## src/verilog/cmp_adc_defs.svh

```systemverilog
// Purpose: Constants for the comparator and converter control block
// Assumes: Instruction clock of 25 MHz drives clk
// Notes:   Field codes and counts are named here so the logic holds no bare field codes
`ifndef CMP_ADC_DEFS_SVH
`define CMP_ADC_DEFS_SVH

`define CLK_MHZ            25
`define BIAS_SETTLE_US     256
`define POS_SEL_PA0        2'b00
`define POS_SEL_PA2        2'b01
`define POS_SEL_VREF       2'b10
`define NEG_SEL_PA1        2'b00
`define NEG_SEL_PA3        2'b01
`define NEG_SEL_BANDGAP    2'b10
`define NEG_SEL_VREF       2'b11
`define CKDIV_16           2'b00
`define CKDIV_8            2'b01
`define CKDIV_1            2'b10
`define CKDIV_2            2'b11
`define RES_8              2'b00
`define RES_10             2'b01
`define BITS_8             5'h08
`define BITS_10            5'h0a
`define BITS_12            5'h0c
`define CONV_EXTRA         5'h02
`define CH_LAST_PIN        4'ha
`define CH_QUARTER_VDD     4'hb
`define CH_GROUND          4'hc
`define NUM_PA             5
`define NUM_PB             6
`define RESULT_W           12

`endif

```

## src/verilog/cmp_adc_pkg.sv

```systemverilog
// Purpose: Types shared by the comparator and converter control block
// Assumes: Included after cmp_adc_defs.svh
// Notes:   Holds the sequencer state type only
package cmp_adc_pkg;
   typedef enum logic [1:0] {conv_idle, conv_sample, conv_convert} conv_state_t;
endpackage

```

## src/verilog/comparator_and_adc_control.sv

```systemverilog
// Purpose: Control logic for the voltage comparator and the SAR converter
// Assumes: clk is the instruction clock; analog core answers bit decisions on sar_compare
// Notes:   Analog decisions arrive from another domain and are synchronised first
`timescale 1ns/1ns
`default_nettype none
`include "cmp_adc_defs.svh"

module comparator_and_adc_control
   import cmp_adc_pkg::*;
(
   input  wire logic                 clk,
   input  wire logic                 rst,
   // Comparator controls
   input  wire logic                 comparator_enable,
   input  wire logic                 halt_mode,
   input  wire logic                 ref_ladder_high_range,
   input  wire logic                 ref_ladder_low_range,
   input  wire logic [3:0]           ref_level_select,
   input  wire logic [1:0]           pos_input_select,
   input  wire logic [1:0]           neg_input_select,
   input  wire logic                 comparator_pad_output_enable,
   input  wire logic                 third_pwm_enable,
   input  wire logic                 third_pwm_level,
   input  wire logic                 comparator_raw,
   output logic                      comparator_power,
   output logic [15:0]               ref_tap_onehot,
   output logic                      ref_range_high,
   output logic                      ref_range_low,
   output logic [3:0]                pos_mux_onehot,
   output logic [3:0]                neg_mux_onehot,
   output logic                      comparator_result,
   output logic                      portb1_out,
   output logic                      portb1_oe,
   // Converter controls
   input  wire logic                 converter_power_on,
   input  wire logic                 start_write,
   input  wire logic                 conversion_irq_enable,
   input  wire logic                 global_irq_enable,
   input  wire logic                 external_ref_select,
   input  wire logic [1:0]           internal_ref_select,
   input  wire logic                 channel_gate,
   input  wire logic [3:0]           channel_select,
   input  wire logic [`NUM_PA-1:0]   porta_analog_mode,
   input  wire logic [`NUM_PB-1:0]   portb_analog_mode,
   input  wire logic [1:0]           converter_clock_divider,
   input  wire logic [1:0]           sample_width_select,
   input  wire logic [1:0]           resolution_select,
   input  wire logic                 sar_compare,
   output logic                      start_bit,
   output logic                      bias_ready,
   output logic                      conversion_done,
   output logic                      converter_irq,
   output logic                      converter_clock,
   output logic                      sample_pulse,
   output logic                      high_ref_external,
   output logic [3:0]                high_ref_internal_onehot,
   output logic [12:0]               channel_onehot,
   output logic [`NUM_PA-1:0]        porta_digital_in_enable,
   output logic [`NUM_PB-1:0]        portb_digital_in_enable,
   output logic [`RESULT_W-1:0]      conversion_result
);

   localparam int BIAS_CYCLES = `BIAS_SETTLE_US * `CLK_MHZ;

   // Divider value for a converter clock code, minus one
   function automatic logic [3:0] div_limit(input logic [1:0] code);
      case (code)
         `CKDIV_16: div_limit = 4'hf;
         `CKDIV_8:  div_limit = 4'h7;
         `CKDIV_1:  div_limit = 4'h0;
         `CKDIV_2:  div_limit = 4'h1;
         default:   div_limit = 4'h0;
      endcase
   endfunction

   // Number of result bits for a resolution code
   function automatic logic [4:0] res_bits(input logic [1:0] code);
      case (code)
         `RES_8:  res_bits = `BITS_8;
         `RES_10: res_bits = `BITS_10;
         default: res_bits = `BITS_12;
      endcase
   endfunction

   // Two-stage synchronisers for analog decisions
   logic cmp_meta, cmp_sync, sar_meta, sar_sync;
   always_ff @(posedge clk) begin
      if (rst) begin
         cmp_meta <= 1'b0;
         cmp_sync <= 1'b0;
         sar_meta <= 1'b0;
         sar_sync <= 1'b0;
      end else begin
         cmp_meta <= comparator_raw;
         cmp_sync <= cmp_meta;
         sar_meta <= sar_compare;
         sar_sync <= sar_meta;
      end
   end

   // Comparator enables and input routing
   logic next_comparator_power;
   logic [15:0] next_ref_tap;
   logic next_rng_h, next_rng_l;
   logic [3:0] next_pos, next_neg;
   logic next_cmp_result, next_pb1_out, next_pb1_oe;
   always_comb begin
      next_comparator_power = comparator_enable & ~halt_mode;
      next_rng_h = ref_ladder_high_range;
      next_rng_l = ref_ladder_low_range;
      // Ladder draws current only when a range is chosen
      next_ref_tap = (next_rng_h | next_rng_l) ? (16'h0001 << ref_level_select) : 16'h0000;
      next_pos = 4'h0;
      case (pos_input_select)
         `POS_SEL_PA0:  next_pos = 4'h1;
         `POS_SEL_PA2:  next_pos = 4'h2;
         `POS_SEL_VREF: next_pos = 4'h4;
         default:       next_pos = 4'h0; // Undefined code: nothing routed
      endcase
      case (neg_input_select)
         `NEG_SEL_PA1:     next_neg = 4'h1;
         `NEG_SEL_PA3:     next_neg = 4'h2;
         `NEG_SEL_BANDGAP: next_neg = 4'h4;
         default:          next_neg = 4'h8;
      endcase
      if (!next_comparator_power) begin
         next_pos = 4'h0;
         next_neg = 4'h0;
      end
      // A powered-down comparator reports low
      next_cmp_result = cmp_sync & comparator_power;
      // Pad output has priority over the PWM on the shared pin
      if (comparator_pad_output_enable) begin
         next_pb1_out = next_cmp_result;
         next_pb1_oe  = 1'b1;
      end else begin
         next_pb1_out = third_pwm_level & third_pwm_enable;
         next_pb1_oe  = third_pwm_enable;
      end
   end

   always_ff @(posedge clk) begin
      if (rst) begin
         comparator_power  <= 1'b0;
         ref_tap_onehot    <= 16'h0000;
         ref_range_high    <= 1'b0;
         ref_range_low     <= 1'b0;
         pos_mux_onehot    <= 4'h0;
         neg_mux_onehot    <= 4'h0;
         comparator_result <= 1'b0;
         portb1_out        <= 1'b0;
         portb1_oe         <= 1'b0;
      end else begin
         comparator_power  <= next_comparator_power;
         ref_tap_onehot    <= next_ref_tap;
         ref_range_high    <= next_rng_h;
         ref_range_low     <= next_rng_l;
         pos_mux_onehot    <= next_pos;
         neg_mux_onehot    <= next_neg;
         comparator_result <= next_cmp_result;
         portb1_out        <= next_pb1_out;
         portb1_oe         <= next_pb1_oe;
      end
   end

   // Static converter routing
   logic next_href_ext;
   logic [3:0] next_href_int;
   logic [12:0] next_chan;
   always_comb begin
      next_href_ext = external_ref_select;
      next_href_int = external_ref_select ? 4'h0 : (4'h1 << internal_ref_select);
      next_chan = 13'h0000;
      // Codes above ground are unconnected
      if (channel_gate && channel_select <= `CH_GROUND) begin
         next_chan = 13'h0001 << channel_select;
      end
   end

   always_ff @(posedge clk) begin
      if (rst) begin
         high_ref_external        <= 1'b0;
         high_ref_internal_onehot <= 4'h0;
         channel_onehot           <= 13'h0000;
         porta_digital_in_enable  <= '1;
         portb_digital_in_enable  <= '1;
      end else begin
         high_ref_external        <= next_href_ext;
         high_ref_internal_onehot <= next_href_int;
         channel_onehot           <= next_chan;
         porta_digital_in_enable  <= ~porta_analog_mode;
         portb_digital_in_enable  <= ~portb_analog_mode;
      end
   end

   // Converter clock divider and bias settling counter
   conv_state_t state, next_state;
   logic [3:0] div_cnt, next_div_cnt;
   logic next_conv_clk, tick;
   logic [13:0] bias_cnt, next_bias_cnt;
   logic next_bias_ready;
   always_comb begin
      tick = (div_cnt >= div_limit(converter_clock_divider));
      next_div_cnt = tick ? 4'h0 : div_cnt + 4'h1;
      // High for the first half period; divide by one stays high, being clk itself
      next_conv_clk = converter_power_on & (div_cnt <= (div_limit(converter_clock_divider) >> 1));
      // Restart at launch so the sampling pulse spans whole periods
      if (!converter_power_on || (state == conv_idle && start_bit)) begin
         next_div_cnt = 4'h0;
      end
      next_bias_cnt = bias_cnt;
      next_bias_ready = bias_ready;
      // Settling status only; software is still expected to wait
      if (!converter_power_on) begin
         next_bias_cnt = 14'h0000;
         next_bias_ready = 1'b0;
      end else if (bias_cnt == 14'(BIAS_CYCLES - 1)) begin
         next_bias_ready = 1'b1;
      end else begin
         next_bias_cnt = bias_cnt + 14'h0001;
      end
   end

   always_ff @(posedge clk) begin
      if (rst) begin
         div_cnt         <= 4'h0;
         converter_clock <= 1'b0;
         bias_cnt        <= 14'h0000;
         bias_ready      <= 1'b0;
      end else begin
         div_cnt         <= next_div_cnt;
         converter_clock <= next_conv_clk;
         bias_cnt        <= next_bias_cnt;
         bias_ready      <= next_bias_ready;
      end
   end

   // Conversion sequencer, advancing once per converter clock period
   logic [3:0] phase_cnt, next_phase_cnt;
   logic [4:0] bit_cnt, next_bit_cnt;
   logic [`RESULT_W-1:0] next_result;
   logic next_start_bit, next_done, next_irq, next_sample;
   always_comb begin
      next_state = state;
      next_phase_cnt = phase_cnt;
      next_bit_cnt = bit_cnt;
      next_result = conversion_result;
      next_start_bit = start_bit;
      next_done = conversion_done;
      next_sample = 1'b0;
      case (state)
         conv_idle: begin
            // Start is only taken while idle, so a busy write is dropped
            if (start_write && converter_power_on) begin
               next_start_bit = 1'b1;
            end
            if (start_bit) begin
               next_start_bit = 1'b0;
               next_done = 1'b0;
               next_state = conv_sample;
               next_phase_cnt = (4'h1 << sample_width_select) - 4'h1;
               next_result = '0;
            end
         end
         conv_sample: begin
            next_sample = 1'b1;
            if (tick) begin
               if (phase_cnt == 4'h0) begin
                  next_state = conv_convert;
                  // Resolution bits plus two overhead periods
                  next_bit_cnt = res_bits(resolution_select) + `CONV_EXTRA;
               end else begin
                  next_phase_cnt = phase_cnt - 4'h1;
               end
            end
         end
         conv_convert: begin
            if (tick) begin
               // Bit decisions land MSB first; overhead periods shift nothing
               if (bit_cnt > `CONV_EXTRA) begin
                  next_result = {conversion_result[`RESULT_W-2:0], sar_sync};
               end
               if (bit_cnt == 5'h01) begin
                  next_state = conv_idle;
                  next_done = 1'b1;
               end
               next_bit_cnt = bit_cnt - 5'h01;
            end
         end
         default: next_state = conv_idle;
      endcase
      if (!converter_power_on) begin
         next_state = conv_idle;
         next_start_bit = 1'b0;
      end
      // Interrupt pulse on the done rising edge only
      next_irq = next_done & ~conversion_done & conversion_irq_enable
                 & global_irq_enable;
   end

   always_ff @(posedge clk) begin
      if (rst) begin
         state             <= conv_idle;
         phase_cnt         <= 4'h0;
         bit_cnt           <= 5'h00;
         conversion_result <= '0;
         start_bit         <= 1'b0;
         conversion_done   <= 1'b0;
         converter_irq     <= 1'b0;
         sample_pulse      <= 1'b0;
      end else begin
         state             <= next_state;
         phase_cnt         <= next_phase_cnt;
         bit_cnt           <= next_bit_cnt;
         conversion_result <= next_result;
         start_bit         <= next_start_bit;
         conversion_done   <= next_done;
         converter_irq     <= next_irq;
         sample_pulse      <= next_sample;
      end
   end

endmodule
`default_nettype wire

```

## config.mk

```make
export PLATFORM = sky130hd
export DESIGN_NAME = comparator_and_adc_control
export DESIGN_NICKNAME = d
export VERILOG_FILES = /design/src/verilog/cmp_adc_pkg.sv /design/src/verilog/comparator_and_adc_control.sv
export VERILOG_INCLUDE_DIRS = /design/src /design/src/verilog
export SDC_FILE = /design/constraint.sdc
export NUM_CORES = 1
export LEC_CHECK = 0
export ABC_CLOCK_PERIOD_IN_PS = 2650
export BUFFER_PORTS_ARGS = -buffer_cell sky130_fd_sc_hd__clkbuf_2
export CORE_UTILIZATION = 50
export CTS_CLUSTER_SIZE = 20
export DETAILED_ROUTE_END_ITERATION = 6
export HOLD_SLACK_MARGIN = 0.06
export PLACE_DENSITY = 0.78
export SKIP_LAST_GASP = 1
export SLEW_MARGIN = 20
export SYNTH_ARGS = -nofsm -noshare
export SYNTH_HDL_FRONTEND = slang
export SYNTH_SLANG_ARGS = --single-unit
export TNS_END_PERCENT = 1
```

## constraint.sdc

```tcl
create_clock -name clk -period 2.65 [get_ports clk]
set_input_delay 0.265 -clock clk [delete_from_list [all_inputs] [get_ports clk]]
set_output_delay 0.265 -clock clk [all_outputs]
set_load 0.05 [all_outputs]
```

* Word-level counts from Yosys, hierarchy flattened *
Cells that the tools add are included.

word-level totals
  register bits = 110
  input bits = 48
  output and inout port bits = 77
  word-level logic and storage cells = 137

operators by class
  add/sub/neg operators = 6
  magnitude comparators = 4
  equal/unequal tests = 19
  shifts and indexed selects = 4
  multiplexer cells = 34
  bitwise logic cells = 16
  reductions and logical operators = 24

operator list
  kind                                                   count
  2-to-1 mux 12 bit                                      3
  2-to-1 mux 5 bit                                       6
  case mux 12 bit (2 select lines)                       1
  case mux 4 bit (4 select lines)                        1
  left shift 1 x 4 -> 16 bit, first input constant       1
  adder 14 x 1 -> 14 bit, second input constant          1
  equality test 14 x 13 -> 1 bit, second input constant  1
  inequality test 2 bit, second input constant           7
  left shift 1 x 4 -> 13 bit, first input constant       1
  2-to-1 mux 4 bit                                       3
  case mux 4 bit (3 select lines)                        1
  AND reduction 4 bit                                    3
  equality test 2 x 1 -> 1 bit, second input constant    5
  equality test 2 bit, second input constant             5
  logical NOT 2 bit                                      5
  2-to-1 mux 2 bit                                       5
  case mux 5 bit (2 select lines)                        1
  OR reduction 2 bit                                     5
  case mux 3 bit (3 select lines)                        1
  2-to-1 mux 1 bit                                       8
  case mux 4 bit (2 select lines)                        1
  left shift 1 x 2 -> 4 bit, first input constant        2
  subtractor 4 x 1 -> 4 bit, second input constant       2
  bitwise AND 1 bit                                      7
  22 further kinds                                       31

* Longest topological paths before layout *
Gate-level depths: netlist (run 1).

  depth in word-level cells = 9
  gate-level depth with buffers = 9
  mapped depth without buffers = 8

* Worst setup path before layout (run 1) *
Ideal clock, no wire load.

  kind = register to register
  start point = register state[0]
  end point = register phase_cnt[2]
  library setup time = 0.061 ns
  arrival = 1.858 ns
  data required time = 2.589 ns
  slack = 0.731 ns
  stages on the path, launching flop included = 8
  path buffers = 1
  clock period less this slack = 1.919 ns
  cell sequence = dfxtp_1 -> clkbuf_2 -> nor2b_1 -> a21oi_1 -> ha_1 -> or4_1 -> a21oi_1 -> a32o_1

between the ends
  word-level cells in the longest chain between the ends = 3
  elaborated cells between the ends (all ways) = 8
  those cells by class = eq/ne (4); mux (1); reduce/logical (3)

ends and longest elaborated chain
  element                                                                       line                               source
  start: declaration                                                            comparator_and_adc_control.sv:197  conv_state_t state, next_state;
  start signal: assignment                                                      comparator_and_adc_control.sv:303  state <= conv_idle;
  start signal: assignment                                                      comparator_and_adc_control.sv:312  state <= next_state;
  equality test 2 x 1 -> 1 bit / logical NOT 2 bit (equally long branches)      comparator_and_adc_control.sv:251  case (state)
  inequality test 2 bit (no line) / nonzero test 2 bit (equally long branches)  --
  AND reduction 4 bit (no line)                                                 --
  end signal: assignment                                                        comparator_and_adc_control.sv:313  phase_cnt <= next_phase_cnt;
  end: declaration                                                              comparator_and_adc_control.sv:239  logic [3:0] phase_cnt, next_phase_cnt;

Parallel ways exist; a longest one is shown, timed or not.
A chain may end at the register's enable or synchronous reset.

* Final worst setup path (run 1) *
  start point = register state[1]
  end point = register phase_cnt[2]

Same word-level chain as after synthesis.

==> impl_metrics.tcl, run 1 <==
set metrics [dict create \
    status "completed" \
    dr.pass1.iters 4 \
    grtUsageTotal 0.218 \
    internal_power_mw 2.23 \
    synthCells 424 \
    place_congestion 0.811 \
    p_per_area_nw_per_um2 599 \
    wl_um 8760 \
    finalSetupViolations 0 \
    dp_cells 638 \
    synth-simple-area-share 0.249 \
    synthMuxAreaShare 0.0359 \
    arrival_ns 2.43 \
    vias_per_cell 5.20 \
    grt_max_degree 28 \
    ant_nets 0 \
    synth_edf_count 0 \
    fillers 645 \
    io_buffers 123 \
    sw_frac_of_total 0.265 \
    maxSlewViolCount 0 \
    stdcell_area_um2 5070 \
    io-pin-count 125 \
    min_path_type "primary input to register" \
    stdcell_count 665 \
    synth_cell_types 57 \
    fp.dieH_um 91.9 \
    yosys_warnings 0 \
    synth_nets 483 \
    cts_buffers 9 \
    antenna_found_initial 0 \
    numClockSinks 109 \
    cts-htree-levels 3 \
    grt_pass1_wl_um 14800 \
    switchingPower_mw 0.807 \
    tightest_slew_ns 0.748 \
    avgSynthCellArea_um2 9.53 \
    hpwl_um 6390 \
    power.total_mw 3.04 \
    synthArstFlopShare 0 \
    num_rows 32 \
    power_frac_clock 0.345 \
    min_period_over_period 0.799 \
    drc 0 \
    syn_area_um2 4040 \
    cts_resized 0 \
    ctsHoldBuffers 11 \
    cts-root-buf "clkbuf_8" \
    worstSetupPathType "register to register" \
    comb_power_share 0.100 \
    vdd_drop_max_uv 381 \
    overflow 0 \
    tns_ns 0 \
    ys.flop_type "dfxtp_1" \
    finalHoldViolCount 0 \
    synth_top_family_by_area "simple AND/OR/NAND/NOR gates" \
    cts_setup_buffers 0 \
    detail_route.wl_per_cell_um 13.2 \
    max_slew_margin 0.500 \
    syn_to_final_growth_pct 25.5 \
    path_common_cell "a21oi_1" \
    leakage_nw 2.19 \
    crit_chain "nand2b_1, and3_1, a21oi_1, ha_1, or4_1, a21oi_1, a32o_1" \
    synth-adder-area-share 0.0340 \
    final_common_cell "clkbuf_2" \
    p_seq_frac 0.554 \
    critPathLaunchType "register" \
    grt_pass1_vias 3340 \
    clkTransAtPathRegs_ns 0.10 \
    layout_min_cycle_time_ns 2.12 \
    cp_max_fo 10 \
    crit_path_end_kind "register" \
    seq_area_frac_synth 0.540 \
    vias 3461 \
    drv_cap 0 \
    clk_path_buf_depth 2 \
    synthXorXnorAreaFrac 0.0238 \
    die_w_um 91.9 \
    die-area_um2 8450 \
    synth_compound_area_frac 0.0864 \
    layout_common_cells "clkbuf_2, dfxtp_1, nor2_1" \
    core-area_um2 7770 \
    skew_ns 0.00777 \
    fin_nets 617 \
    synth_seq_cells 109 \
    first_iter_violations 109 \
    critPathRequiredTime_ns 2.96 \
    drive_above_1_share 0.279 \
    n_antenna_cell 0 \
    max_stage_delay_ns 0.50 \
    rsz0062_at_grt "false" \
    clk_latency_ns 0.36 \
    cpMaxStageDelayCell "dfxtp_1" \
    initial_core_util 0.520 \
    fmax_mhz 472 \
    cts_tree "yes" \
    holdWs_ns 0.0819 \
    placed_area_um2 4750 \
]
-- cell usage after synthesis (2+ instances only) --
| cell type | instances | area (µm²) |
|---|---|---|
| clkbuf_1 | 11 | 41.3 |
| o2111ai_1 | 2 | 17.5 |
| inv_1 | 11 | 41.3 |
| or3_1 | 5 | 31.3 |
| and4_1 | 3 | 26.3 |
| a21oi_1 | 17 | 85.1 |
| o21ai_1 | 3 | 15.0 |
| xor2_1 | 8 | 70.1 |
| o31ai_1 | 2 | 15.0 |
| and3_1 | 4 | 25.0 |
| xnor2_1 | 3 | 26.3 |
| and2_1 | 3 | 18.8 |
| o21ai_0 | 13 | 65.1 |
| a31oi_1 | 4 | 25.0 |
| ha_1 | 11 | 138 |
| a21oi_2 | 2 | 17.5 |
| nor4b_1 | 5 | 43.8 |
| mux2_2 | 2 | 22.5 |
| or2_2 | 2 | 12.5 |
| mux2i_1 | 10 | 100 |
| nor3b_1 | 5 | 37.5 |
| buf_4 | 2 | 15.0 |
| o211ai_1 | 2 | 15.0 |
| nand4_1 | 3 | 18.8 |
| nor2_1 | 47 | 176 |
| nor3_1 | 14 | 70.1 |
| nand3_1 | 18 | 90.1 |
| nor2_2 | 2 | 12.5 |
| nand2_1 | 44 | 165 |
| nand3b_1 | 2 | 15.0 |
| mux2_1 | 2 | 22.5 |
| dfxtp_1 | 109 | 2180 |
| a311oi_1 | 2 | 17.5 |
| nor4_1 | 7 | 43.8 |
| nand2b_1 | 8 | 50.1 |
| nor2b_1 | 14 | 87.6 |
| a211oi_1 | 2 | 15.0 |
-- stage by stage --
step,util,setup slack [ns]
6_report,0.653,0.532
5_1_grt,0.653,0.391
4_1_cts,0.653,0.551
3_5_place_dp,0.611,0.331
3_3_place_gp,0.611,0.453
2_1_floorplan,-,0.731
-- sequential cells by signal, summed over array words and instances, names as in the netlist, 2 cells and up --
name,flops
channel_onehot,13
porta_digital_in_enable,5
pos_mux_onehot,3
state,2
conversion_result,12
bit_cnt,5
ref_tap_onehot,16
neg_mux_onehot,4
phase_cnt,4
div_cnt,4
bias_cnt,14
portb_digital_in_enable,6
high_ref_internal_onehot,4
-- critical path: cells and delay by family, from the launching register on --
| family | cells | cell delay, ns |
|---|---|---|
| adders and majority gates | 1 | 0.22 |
| DFF | 1 | 0.50 |
| and+or+nand+nor | 3 | 0.99 |
| AOI/OAI and AO/OA | 3 | 0.35 |
-- power groups by stage --
| stage | combinational, mW | clock (mW) | sequential, mW |
|---|---|---|---|
| floorplan | 0.112 | 0 | 1.81 |
| global placement | 0.283 | 0 | 1.72 |
| detailed placement | 0.291 | 0 | 1.72 |
| CTS | 0.305 | 1.08 | 1.69 |
| global route | 0.331 | 1.13 | 1.69 |
| finish | 0.305 | 1.05 | 1.69 |
-- metal layers --
layer,global-route usage,vias to the layer above,share of wire
li1,-,1739,-
met1,0.250,1580,0.42
met2,0.368,118,0.48
met3,0.0688,24,0.072
met4,0.104,0,0.027
met5,0,-,0
-- final cells by class --
| type | instances | area (µm²) | area share |
|---|---|---|---|
| tap | 102 | 128 | 0.0252 |
| inverter | 11 | 41.3 | 0.00814 |
| clock buffer | 9 | 124 | 0.0244 |
| timing repair buffer | 140 | 771 | 0.152 |
| multi-input combinational | 287 | 1740 | 0.343 |
| clock inverter | 7 | 90.1 | 0.0178 |
| sequential | 109 | 2180 | 0.430 |
-- worst paths after layout --
| path | slack, ns | from | end | cells after the start |
|---|---|---|---|---|
| worst max register to register | 0.53 | state[1]$_SDFFE_PP0P_ | phase_cnt[2]$_SDFFE_PP0P_ | 7 |
| worst max-delay path | 0.53 | state[1]$_SDFFE_PP0P_ | phase_cnt[2]$_SDFFE_PP0P_ | 7 |
| worst min register to register | 0.44 | phase_cnt[3]$_SDFFE_PP0P_ | phase_cnt[3]$_SDFFE_PP0P_ | 2 |
| worst min-delay path | 0.08 | pos_input_select[0] | pos_mux_onehot[0]$_SDFF_PP0_ | 2 |
-- cell families after synthesis --
| group | Yosys count |
|---|---|
| AND/OR/NAND/NOR | 194 |
| flip-flops | 109 |
| AO/OA/AOI/OAI | 56 |
| buffers and inverters | 28 |
| multiplexers | 14 |
| adder cells (fa/ha/maj) | 11 |
| XOR/XNOR | 11 |
| other | 1 |
(Power assumes the default switching activity.)
==> run 2, diff against run 1 <==
--- a/config.mk
+++ b/config.mk
@@ -6,7 +6,7 @@
 export SDC_FILE = /design/constraint.sdc
 export NUM_CORES = 1
 export LEC_CHECK = 0
-export ABC_CLOCK_PERIOD_IN_PS = 2650
+export ABC_CLOCK_PERIOD_IN_PS = 2000
 export BUFFER_PORTS_ARGS = -buffer_cell sky130_fd_sc_hd__clkbuf_2
 export CORE_UTILIZATION = 50
 export CTS_CLUSTER_SIZE = 20
==> constraint.sdc (replaced) <==
create_clock -name clk -period 2 [get_ports clk]
set_input_delay 0.2 -clock clk [delete_from_list [all_inputs] [get_ports clk]]
set_output_delay 0.2 -clock clk [all_outputs]
set_load 0.05 [all_outputs]
==> run 2 against run 1 <==
Against the previous run:
- critical path depth is the same
- worst hold slack lost 0.013 ns
- cell count increased by 3.5%
- combinational power increased by 44%
- critical endpoint is now bit_cnt[1]$_SDFFE_PP0P_
- critical path type unchanged
==> impl_metrics.tcl, run 2 (synthesis gave the netlist of run 1 again) <==
set metrics [dict create \
    status "completed" \
    fmax_mhz 517 \
    crit_chain "inv_1, ha_1, nand2b_1, a21oi_2, o21ai_1, o21ai_1, mux2_2" \
    critPathRequiredTime_ns 2.27 \
    crit_family "compound AO/OA/AOI/OAI gates" \
    io_buffers 123 \
    p_per_area_nw_per_um2 780 \
    cp_num_buf_inv 1 \
    num_rows 32 \
    top_register "ref_tap_onehot" \
    first_iter_violations 104 \
    cp_max_fo 4 \
    multi_input_area_um2 1750 \
    fin_ws_ns 0.0662 \
    reg2reg_slack_ns 0.07 \
    io-pin-count 125 \
    stdcell_count 688 \
    worstSetupPathType "register to register" \
    clkTransAtPathRegs_ns 0.11 \
    largest_reg_flops 16 \
    final_common_cell "clkbuf_2" \
    path_common_cell "o21ai_1" \
    tightest_slew_ns 0.522 \
    finalHoldViolCount 0 \
    fillers 625 \
    cts_setup_buffers 0 \
    holdWs_ns 0.0689 \
    drc 0 \
    die_w_um 91.9 \
    cts-htree-levels 3 \
    vias_per_cell 5.09 \
    grt_pass1_vias 3427 \
    initial_core_util 0.520 \
    place_congestion 0.821 \
    ant_nets 0 \
    grt_pass1_wl_um 15200 \
    max_stage_delay_ns 0.39 \
    dpl_worst_slack_ns -0.0259 \
    dr.pass1.iters 4 \
    vias 3503 \
    cts_tree "yes" \
    top_regs "ref_tap_onehot: 16 flops, bias_cnt: 14 flops, channel_onehot: 13 flops" \
    drive_above_1_share 0.300 \
    grtUsageTotal 0.223 \
    max_slew_margin 0.647 \
    cpMaxStageDelayCell "dfxtp_1" \
    numClockSinks 109 \
    clk_latency_ns 0.36 \
    fin_nets 640 \
    arrival_ns 2.20 \
    fin_util 0.681 \
    antenna_found_initial 0 \
    cts_buffers 9 \
    clk_path_buf_depth 2 \
    critPathLaunchType "register" \
    skew_ns 0.0116 \
    layout_min_cycle_time_ns 1.93 \
    detail_route.wl_per_cell_um 13.4 \
    min_period_over_period 0.967 \
    finalSetupViolations 0 \
    leakage_nw 2.31 \
    overflow 0 \
    core-area_um2 7770 \
    cts-root-buf "clkbuf_8" \
    crit_path_end_kind "register" \
    wl_um 9240 \
    n_antenna_cell 0 \
    layout_common_cells "clkbuf_2, dfxtp_1, nor2_1" \
    drv_cap 0 \
    hpwl_um 6640 \
    fp.dieH_um 91.9 \
    seq_area_um2 2180 \
    syn_to_final_growth_pct 30.9 \
    dp_cells 651 \
    maxSlewViolCount 0 \
    min_path_type "primary input to register" \
    grt_max_degree 28 \
    vdd_drop_max_uv 641 \
    rsz0062_at_grt "true" \
    die-area_um2 8450 \
]
## run 2: cell types whose count changed in the layout (fill, tap and decap cells not counted), moves of 2 or more
cell           previous run  this run
clkinv_4                  3         1
dfxtp_1                 109       107
dlygate4sd3_1            11        21
buf_4                     6        19
dfxtp_2                   0         2
## run 2: worst register-to-register path, delay by kind of cell, from the launching register on
kind                     cells  cell delay, ns
AO/OA/AOI/OAI                3            0.57
adder cells (fa/ha/maj)      1            0.28
buffers and inverters        1            0.08
flip-flops                   1            0.39
multiplexers                 1            0.36
AND/OR/NAND/NOR              1            0.16
## run 2: final cells by class
class,instances,area share
timing repair buffer,163,0.183
inverter,11,0.00780
clock buffer,9,0.0234
sequential,109,0.413
tap,102,0.0241
clock inverter,7,0.0184
multi-input combinational,287,0.330
## run 2: routing by layer
metal  GRT usage  share of wire
met2       0.389           0.48
met3      0.0464          0.056
met5           0              0
met1       0.268           0.44
met4      0.0846          0.019
## run 2: path summary, 6_finish.rpt
| kind | startpoint | to | depth (start not counted) |
|---|---|---|---|
| max | div_cnt[0]$_SDFF_PP0_ | bit_cnt[1]$_SDFFE_PP0P_ | 7 |
| min | third_pwm_enable | portb1_oe$_SDFF_PP0_ | 3 |
| max reg2reg | div_cnt[0]$_SDFF_PP0_ | bit_cnt[1]$_SDFFE_PP0P_ | 7 |
| min reg2reg | phase_cnt[3]$_SDFFE_PP0P_ | phase_cnt[3]$_SDFFE_PP0P_ | 2 |
## run 2: power breakdown
group          switching [mW]  internal [mW]
logic                   0.280          0.160
clock network           0.824          0.630
registers              0.0203           2.21
## run 2: what timing repair did
action / 4_1_cts / 5_1_grt
hold buffers: 21 / 0
hold endpoints to repair: 23 / 0
endpoints found under the setup margin: 0 / 18
resized for setup: 0 / 7
## run 2: per-stage QoR
stage	TNS (ns)	total power, mW	cell area (µm²)
2_1_floorplan	0	2.54	4040
5_1_grt	-0.189	4.27	5290
6_report	0	4.13	5290
3_5_place_dp	-0.134	2.68	4850
3_3_place_gp	0	2.67	4850
4_1_cts	0	4.14	5280
